==> src/verilog/asr_consts.svh <==
// Constants for the status and main control register bank.
// Assumes an 8-bit register address and 8-bit register data.
`ifndef ASR_CONSTS_SVH
`define ASR_CONSTS_SVH

// Register offsets
`define ASR_OFF_ACCEL_FIRST 8'h06
`define ASR_OFF_ACCEL_LAST 8'h0b
`define ASR_OFF_Z_HIGH 8'h0b
`define ASR_OFF_SELFTEST_REPLY 8'h0c
`define ASR_OFF_SUPPLIER 8'h0f
`define ASR_OFF_ORI_NOW 8'h10
`define ASR_OFF_ORI_PRIOR 8'h11
`define ASR_OFF_TAP_DIR 8'h15
`define ASR_OFF_EVT_SRC 8'h16
`define ASR_OFF_STATUS 8'h18
`define ASR_OFF_RELEASE 8'h1a
`define ASR_OFF_MAIN_CTL 8'h1b

// Reset and fixed values
`define ASR_ST_IDLE 8'h55
`define ASR_ST_ACTIVE 8'haa
`define ASR_ORI_RESET 6'h20
`define ASR_MAIN_RESET 8'h00
`define ASR_SUPPLIER_ID 8'h3c

// Tap kind codes
`define ASR_TAP_NONE 2'h0
`define ASR_TAP_SINGLE 2'h1
`define ASR_TAP_DOUBLE 2'h2

// Bit positions of main_control
`define ASR_MC_MODE 7
`define ASR_MC_PREC 6
`define ASR_MC_NSIRQ 5
`define ASR_MC_RANGE_HI 4
`define ASR_MC_RANGE_LO 3
`define ASR_MC_TAP_EN 2
`define ASR_MC_MOTION_EN 1
`define ASR_MC_ORI_EN 0

// Bit position of any_event_flag in the status register
`define ASR_STATUS_ANY 4

`endif

==> src/verilog/asr_pkg.sv <==
// Types for the status and main control register bank.
// Assumes asr_consts.svh supplies the numeric constants.
package asr_pkg;

    // Events from the sensing and detection core
    typedef struct packed {
        logic new_sample;
        logic tap_event;
        logic tap_double;
        logic [5:0] tap_dir;
        logic motion_level;
        logic ori_update;
        logic [5:0] ori_state;
    } asr_evt_t;

    // Decoded main_control fields
    typedef struct packed {
        logic operating_mode_select;
        logic precision_select;
        logic new_sample_irq_enable;
        logic [1:0] range_select;
        logic tap_detect_enable;
        logic motion_detect_enable;
        logic orientation_enable;
    } asr_ctrl_t;

    // Whole state of the register bank
    typedef struct packed {
        logic [7:0] main_ctl;
        logic [7:0] selftest_reply;
        logic st_start_prev;
        logic st_clr;
        logic [5:0] ori_now;
        logic [5:0] ori_prior;
        logic ori_pend;
        logic [5:0] ori_pend_val;
        logic [5:0] tap_dir;
        logic new_sample;
        logic [1:0] tap_kind;
        logic motion;
        logic ori_chg;
        logic any_evt;
        logic irq;
        logic [7:0] rdata;
    } asr_state_t;

endpackage

==> src/verilog/asr_regs.sv <==
// Status, identification and main control registers of a motion sensor.
// Assumes a serial front end that delivers one-cycle read and write strobes
// with an 8-bit address, and a detection core that delivers event pulses.
`timescale 1ns/100ps
`include "asr_consts.svh"

module asr_regs
    import asr_pkg::*;
(
    input wire logic ref_clk,
    input wire logic resetn,
    input wire logic [7:0] reg_addr,
    input wire logic reg_wr,
    input wire logic [7:0] reg_wdata,
    input wire logic reg_rd,
    input wire logic rd_busy,
    input wire logic [11:0] z_accel,
    input wire asr_evt_t evt,
    input wire logic motion_unlatched,
    input wire logic selftest_start,
    output logic [7:0] reg_rdata,
    output logic selftest_start_clr,
    output asr_ctrl_t ctrl,
    output logic irq_out
);

    asr_state_t s_q;
    asr_state_t s_d;

    // Decoded access strobes
    logic wr_main;
    logic rd_st;
    logic rd_rel;
    logic rd_accel;
    logic st_rise;
    logic mode_on;
    logic tap_ev;
    logic motion_ev;
    logic ori_take;
    logic ori_changed;
    logic ns_ev;

    assign wr_main = reg_wr && (reg_addr == `ASR_OFF_MAIN_CTL);
    assign rd_st = reg_rd && (reg_addr == `ASR_OFF_SELFTEST_REPLY);
    assign rd_rel = reg_rd && (reg_addr == `ASR_OFF_RELEASE);
    assign rd_accel = reg_rd && (reg_addr >= `ASR_OFF_ACCEL_FIRST) && (reg_addr <= `ASR_OFF_ACCEL_LAST);
    assign st_rise = selftest_start && !s_q.st_start_prev;
    assign mode_on = s_q.main_ctl[`ASR_MC_MODE];

    // Events count only while operating; tap and motion also need their enable
    assign tap_ev = mode_on && s_q.main_ctl[`ASR_MC_TAP_EN] && evt.tap_event;
    assign motion_ev = mode_on && s_q.main_ctl[`ASR_MC_MOTION_EN] && evt.motion_level;
    assign ns_ev = mode_on && evt.new_sample;

    // Orientation takes a new state only when no read is in flight
    assign ori_take = s_q.ori_pend && !rd_busy && !reg_rd;
    assign ori_changed = ori_take && (s_q.ori_pend_val != s_q.ori_now) && mode_on
                         && s_q.main_ctl[`ASR_MC_ORI_EN];

    // Next-state logic for the whole bank
    always_comb begin
        s_d = s_q;
        s_d.st_clr = 1'b0;
        s_d.st_start_prev = selftest_start;

        // Main control; settings order is up to the host
        if (wr_main) begin
            s_d.main_ctl = reg_wdata;
        end

        // Communication self-test reply
        if (rd_st) begin
            s_d.selftest_reply = `ASR_ST_IDLE;
            s_d.st_clr = (s_q.selftest_reply == `ASR_ST_ACTIVE);
        end else if (st_rise) begin
            s_d.selftest_reply = `ASR_ST_ACTIVE;
        end

        // Capture incoming orientation, apply when no read is active
        if (evt.ori_update) begin
            s_d.ori_pend = 1'b1;
            s_d.ori_pend_val = evt.ori_state;
        end
        if (ori_take) begin
            s_d.ori_prior = s_q.ori_now;
            s_d.ori_now = s_q.ori_pend_val;
            s_d.ori_pend = evt.ori_update;
        end

        // Release clears all latched sources; new events below win
        if (rd_rel) begin
            s_d.tap_dir = 6'h00;
            s_d.tap_kind = `ASR_TAP_NONE;
            s_d.motion = 1'b0;
            s_d.ori_chg = 1'b0;
            s_d.new_sample = 1'b0;
            s_d.any_evt = 1'b0;
            s_d.irq = 1'b0;
        end
        if (rd_accel) begin
            s_d.new_sample = 1'b0;
        end

        // Latch events; a set in the clearing cycle is kept
        if (ns_ev) begin
            s_d.new_sample = 1'b1;
        end
        if (tap_ev) begin
            s_d.tap_dir = evt.tap_dir;
            s_d.tap_kind = evt.tap_double ? `ASR_TAP_DOUBLE : `ASR_TAP_SINGLE;
        end
        if (motion_unlatched) begin
            s_d.motion = motion_ev;
        end else if (motion_ev) begin
            s_d.motion = 1'b1;
        end
        if (ori_changed) begin
            s_d.ori_chg = 1'b1;
        end

        // Combined flag and interrupt latch; unlatched motion never latches
        if (tap_ev || (motion_ev && !motion_unlatched) || ori_changed || (ns_ev && s_q.main_ctl[`ASR_MC_NSIRQ])) begin
            s_d.any_evt = 1'b1;
        end
        s_d.irq = s_d.any_evt || (motion_unlatched && s_d.motion);

        // Read data mux, captured on the read strobe
        if (reg_rd) begin
            case (reg_addr)
                `ASR_OFF_Z_HIGH: s_d.rdata = z_accel[11:4];
                `ASR_OFF_SELFTEST_REPLY: s_d.rdata = s_q.selftest_reply;
                `ASR_OFF_SUPPLIER: s_d.rdata = `ASR_SUPPLIER_ID;
                `ASR_OFF_ORI_NOW: s_d.rdata = {2'h0, s_q.ori_now};
                `ASR_OFF_ORI_PRIOR: s_d.rdata = {2'h0, s_q.ori_prior};
                `ASR_OFF_TAP_DIR: s_d.rdata = {2'h0, s_q.tap_dir};
                `ASR_OFF_EVT_SRC: s_d.rdata = {3'h0, s_q.new_sample, s_q.tap_kind, s_q.motion, s_q.ori_chg};
                `ASR_OFF_STATUS: s_d.rdata = {3'h0, s_q.any_evt, 4'h0};
                `ASR_OFF_MAIN_CTL: s_d.rdata = s_q.main_ctl;
                default: s_d.rdata = 8'h00;
            endcase
        end
    end

    // State register; every field has a constant reset value
    always_ff @(posedge ref_clk or negedge resetn) begin
        if (!resetn) begin
            s_q.main_ctl <= `ASR_MAIN_RESET;
            s_q.selftest_reply <= `ASR_ST_IDLE;
            s_q.st_start_prev <= 1'b0;
            s_q.st_clr <= 1'b0;
            s_q.ori_now <= `ASR_ORI_RESET;
            s_q.ori_prior <= `ASR_ORI_RESET;
            s_q.ori_pend <= 1'b0;
            s_q.ori_pend_val <= `ASR_ORI_RESET;
            s_q.tap_dir <= 6'h00;
            s_q.new_sample <= 1'b0;
            s_q.tap_kind <= `ASR_TAP_NONE;
            s_q.motion <= 1'b0;
            s_q.ori_chg <= 1'b0;
            s_q.any_evt <= 1'b0;
            s_q.irq <= 1'b0;
            s_q.rdata <= 8'h00;
        end else begin
            s_q <= s_d;
        end
    end

    // Outputs come straight from the state flops
    assign reg_rdata = s_q.rdata;
    assign selftest_start_clr = s_q.st_clr;
    assign irq_out = s_q.irq;
    assign ctrl.operating_mode_select = s_q.main_ctl[`ASR_MC_MODE];
    assign ctrl.precision_select = s_q.main_ctl[`ASR_MC_PREC];
    assign ctrl.new_sample_irq_enable = s_q.main_ctl[`ASR_MC_NSIRQ];
    assign ctrl.range_select = s_q.main_ctl[`ASR_MC_RANGE_HI:`ASR_MC_RANGE_LO];
    assign ctrl.tap_detect_enable = s_q.main_ctl[`ASR_MC_TAP_EN];
    assign ctrl.motion_detect_enable = s_q.main_ctl[`ASR_MC_MOTION_EN];
    assign ctrl.orientation_enable = s_q.main_ctl[`ASR_MC_ORI_EN];
endmodule

==> config.mk <==
export PLATFORM = sky130hd
export DESIGN_NAME = asr_regs
export DESIGN_NICKNAME = d
export VERILOG_FILES = /design/src/verilog/asr_pkg.sv /design/src/verilog/asr_regs.sv
export VERILOG_INCLUDE_DIRS = /design/src /design/src/verilog
export SDC_FILE = /design/constraint.sdc
export NUM_CORES = 1
export LEC_CHECK = 0
export BUFFER_PORTS_ARGS = -buffer_cell sky130_fd_sc_hd__buf_2
export CAP_MARGIN = 20
export CORE_MARGIN = 2
export CORE_UTILIZATION = 57
export DETAILED_ROUTE_END_ITERATION = 6
export GPL_TIMING_DRIVEN = 0
export PLACE_DENSITY = 0.93
export SYNTH_ARGS = -nofsm -noshare
export SYNTH_HDL_FRONTEND = slang
export SYNTH_SLANG_ARGS = --single-unit
==> constraint.sdc <==
create_clock -name ref_clk -period 3.3 [get_ports ref_clk]
set_clock_uncertainty 0.15 [all_clocks]
set_input_delay 0.66 -clock ref_clk [delete_from_list [all_inputs] [get_ports ref_clk]]
set_output_delay 0.66 -clock ref_clk [all_outputs]
set_load 0.005 [all_outputs]
==> impl_metrics.tcl <==
set metrics [dict create \
    route.detailed.drc 0 \
    cp_data_required_time_ns 3.30 \
    cts_max_level 2 \
    power_uw 1430 \
    rsz0062_at_grt "no" \
    start_to_end_type_of_the_worst_setup_path "input port to flip-flop" \
    r2r-start "s_q[27]" \
    min_path_type "input port to async pin" \
    startpoint "reg_addr[5]" \
    post_synth.cell_area_avg_um2 11.1 \
    std_cell_rows 25 \
    grt_start_max_net_pins 53 \
    maxCapViolations 0 \
    final.period_utilization_pct 71.6 \
    hold_buf_count_cts 0 \
    max-slew-margin-rel_pct 50.6 \
    postSynthNetCount 298 \
    post_cts_buffers 0 \
    final_cell_count_no_fill 371 \
    globalRoute.totalOverflow 0 \
    finalWorstPathRequiredPeriod_ns 2.36 \
    cts_tree "yes" \
    fillerInstances 363 \
    finalSetupViolations 0 \
    synth_flop_cell "sky130_fd_sc_hd__dfrtp_1" \
    synthToLayoutAreaGrowth_pct 18.6 \
    cts_inserted_buffers 5 \
    hold_viol_final 0 \
    syn-instance-count 246 \
    fin_worst_hold_slack_ns 0.0551 \
    final_net_count 368 \
    start_kind "input port" \
    detail-route-antenna-nets 0 \
    vias 2181 \
    async_reset_ff_share_pct 100 \
    antenna_found_initial 0 \
    critical_path_arrival_ns 2.37 \
    cp-endpoint "s_q[9]" \
    placed_cell_count 362 \
    crit_slowest_cell "sky130_fd_sc_hd__or4b_1" \
    largest_stage_delay_on_the_critical_path_ns 0.53 \
    leakagePower_uw 0.00157 \
    stdcell_area_um2 3240 \
    crit-reg2reg-capture "s_q[30]" \
    max-clock-path-buffers 2 \
    seq_area_frac_synth_pct 47.8 \
    fmaxAchievable_ghz 0.423 \
    core_area_um2 4660 \
    drt_wl_total_um 6180 \
    cp-end-kind "flip-flop" \
    tightestPinTransition_ns 0.737 \
    buffer_ports.inserted 62 \
    number_of_iterations_in_the_first_detailed_routing_pass 4 \
    synth-warning-count 0 \
    cellPowerDensity_nw_per_um2 440 \
    design.die.area_um2 5370 \
    timing.setup.tns_ns 0 \
    critical_path_peak_fanout 8 \
    viasPerCell 5.88 \
    ff2ff_path_depth 3 \
    place_area_um2 3110 \
    slew_viol_final 0 \
    wl_per_cell_um 16.7 \
    synth.lib_cells_used.distinct 50 \
    path_clk_slew_ns 0.09 \
    grt_pass1_vias 2113 \
    antenna-diode-count 0 \
    irDropWorstVdd_mv 0.323 \
    footprint_of_the_multi_input_gates_um2 1220 \
    run_status "finished clean" \
    drt_iter0_markers 187 \
    die_y_um 73.3 \
    synth_edf_count 0 \
    start_util_pct 58.7 \
    post_route_cells_drive_above_1_share_pct 40.1 \
    clock_root_buffer "sky130_fd_sc_hd__clkbuf_8" \
    first_pass_grt_wire_length_um 9840 \
    post_cts_resized 0 \
    groute.usage.overall_pct 24.0 \
    gp_congestion 0.921 \
    synthesis.area_um2 2740 \
    worstSkewPairLatency_ns 0.30 \
    clock_net_sink_count 52 \
    boundaryPins 70 \
    ff2ff_setup_slack_ns 1.28 \
    dpl.hpwl_um 4680 \
    critical_path.cell_chain "buf_2, or4b_1, buf_6, nor2_8, nand3_4, a221oi_1, o21ai_0" \
    synth-seq-cells 52 \
    floorplan.die.width_um 73.3 \
    sequential_cell_area_um2 1310 \
]
-- layer usage --
metal | vias up | track usage [%] | wire length [µm]
met1 | 1062 | 31.6 | 2590
met4 | 0 | 8.64 | 148
met2 | 78 | 40.3 | 3110
met5 | - | 0 | 0
met3 | 15 | 3.84 | 340
li1 | 1026 | - | -
-- power breakdown --
group / switching [µW] / internal, µW
sequential: 59.1 / 712
clock: 207 / 224
combinational: 99.5 / 125
-- state kept, by name, summed over array words and instances, names as in the netlist --
signal	flops
selftest_start_clr	1
ctrl	8
irq_out	1
reg_rdata	8
s_q	34
-- cell usage after synthesis, types with 7 or more instances --
master	count	area share [%]
sky130_fd_sc_hd__clkbuf_1	9	1.2
sky130_fd_sc_hd__nor2b_1	8	1.8
sky130_fd_sc_hd__a22o_1	16	5.1
sky130_fd_sc_hd__a21oi_1	7	1.3
sky130_fd_sc_hd__o21ai_0	8	1.5
sky130_fd_sc_hd__dfrtp_1	48	44
sky130_fd_sc_hd__nand2_1	11	1.5
sky130_fd_sc_hd__mux2_2	29	12
sky130_fd_sc_hd__nor2_1	8	1.1
sky130_fd_sc_hd__buf_4	16	4.4
sky130_fd_sc_hd__a31oi_1	8	1.8
sky130_fd_sc_hd__nand3_1	8	1.5
sky130_fd_sc_hd__inv_1	7	0.96
-- worst min path at each step --
stage | slack, ns | endpoint
after global routing | 0.06 | reg_rdata[3]
final | 0.06 | reg_rdata[1]
after CTS | 0.33 | s_q[41]
after global placement | 0.31 | s_q[10]
after floorplan | 0.21 | ctrl[0]
after detailed placement | 0.32 | s_q[10]
-- worst max-delay path: cells and delay by family --
| family | cells | cell delay [ns] |
|---|---|---|
| simple gates | 3 | 0.80 |
| buf+inv | 2 | 0.27 |
| compound gates | 2 | 0.62 |
-- final cells by class --
type / count / area share [%]
buffer: 29 / 5.51
clock buffer: 5 / 2.12
clock inverter: 3 / 1.31
inverter: 7 / 0.810
multi-input combinational: 158 / 37.7
sequential: 52 / 40.3
tap: 54 / 2.08
timing repair buffer: 63 / 10.2
-- stage by stage --
| step | util [%] | worst slack (ns) |
|---|---|---|
| 2_1_floorplan | - | 0.998 |
| 3_3_place_gp | 66.8 | 0.808 |
| 3_5_place_dp | 66.8 | 0.647 |
| 4_1_cts | 69.2 | 0.970 |
| 5_1_grt | 69.6 | 0.829 |
| 6_report | 69.6 | 0.937 |
-- placed cells by master (no fill, tap or decap), drive strengths merged, types with 3 or more instances in the layout --
cell type,synthesis,routed
buf,20,83
dfrtp,48,48
mux2,29,29
a22o,16,16
clkbuf,9,14
nand2,12,12
nand3,9,9
nor2,9,9
nor2b,8,8
a31oi,8,8
o21ai,8,8
a21oi,7,7
inv,7,7
nor3,5,5
xor2,4,4
a22oi,4,4
dfstp,4,4
and3,3,3
a32o,3,3
-- logic make-up (layout without fill, tap and decap cells) --
kind of cell | Yosys count | after routing | synth area share (%)
AO/OA/AOI/OAI | 60 | 60 | 16.1
flip-flops | 52 | 52 | 47.8
multiplexers | 30 | 30 | 12.3
XOR/XNOR | 6 | 6 | 1.92
AND/OR/NAND/NOR | 62 | 62 | 14.4
buffers and inverters | 36 | 107 | 7.50
No activity file was read; power rests on OpenSTA's default activity.
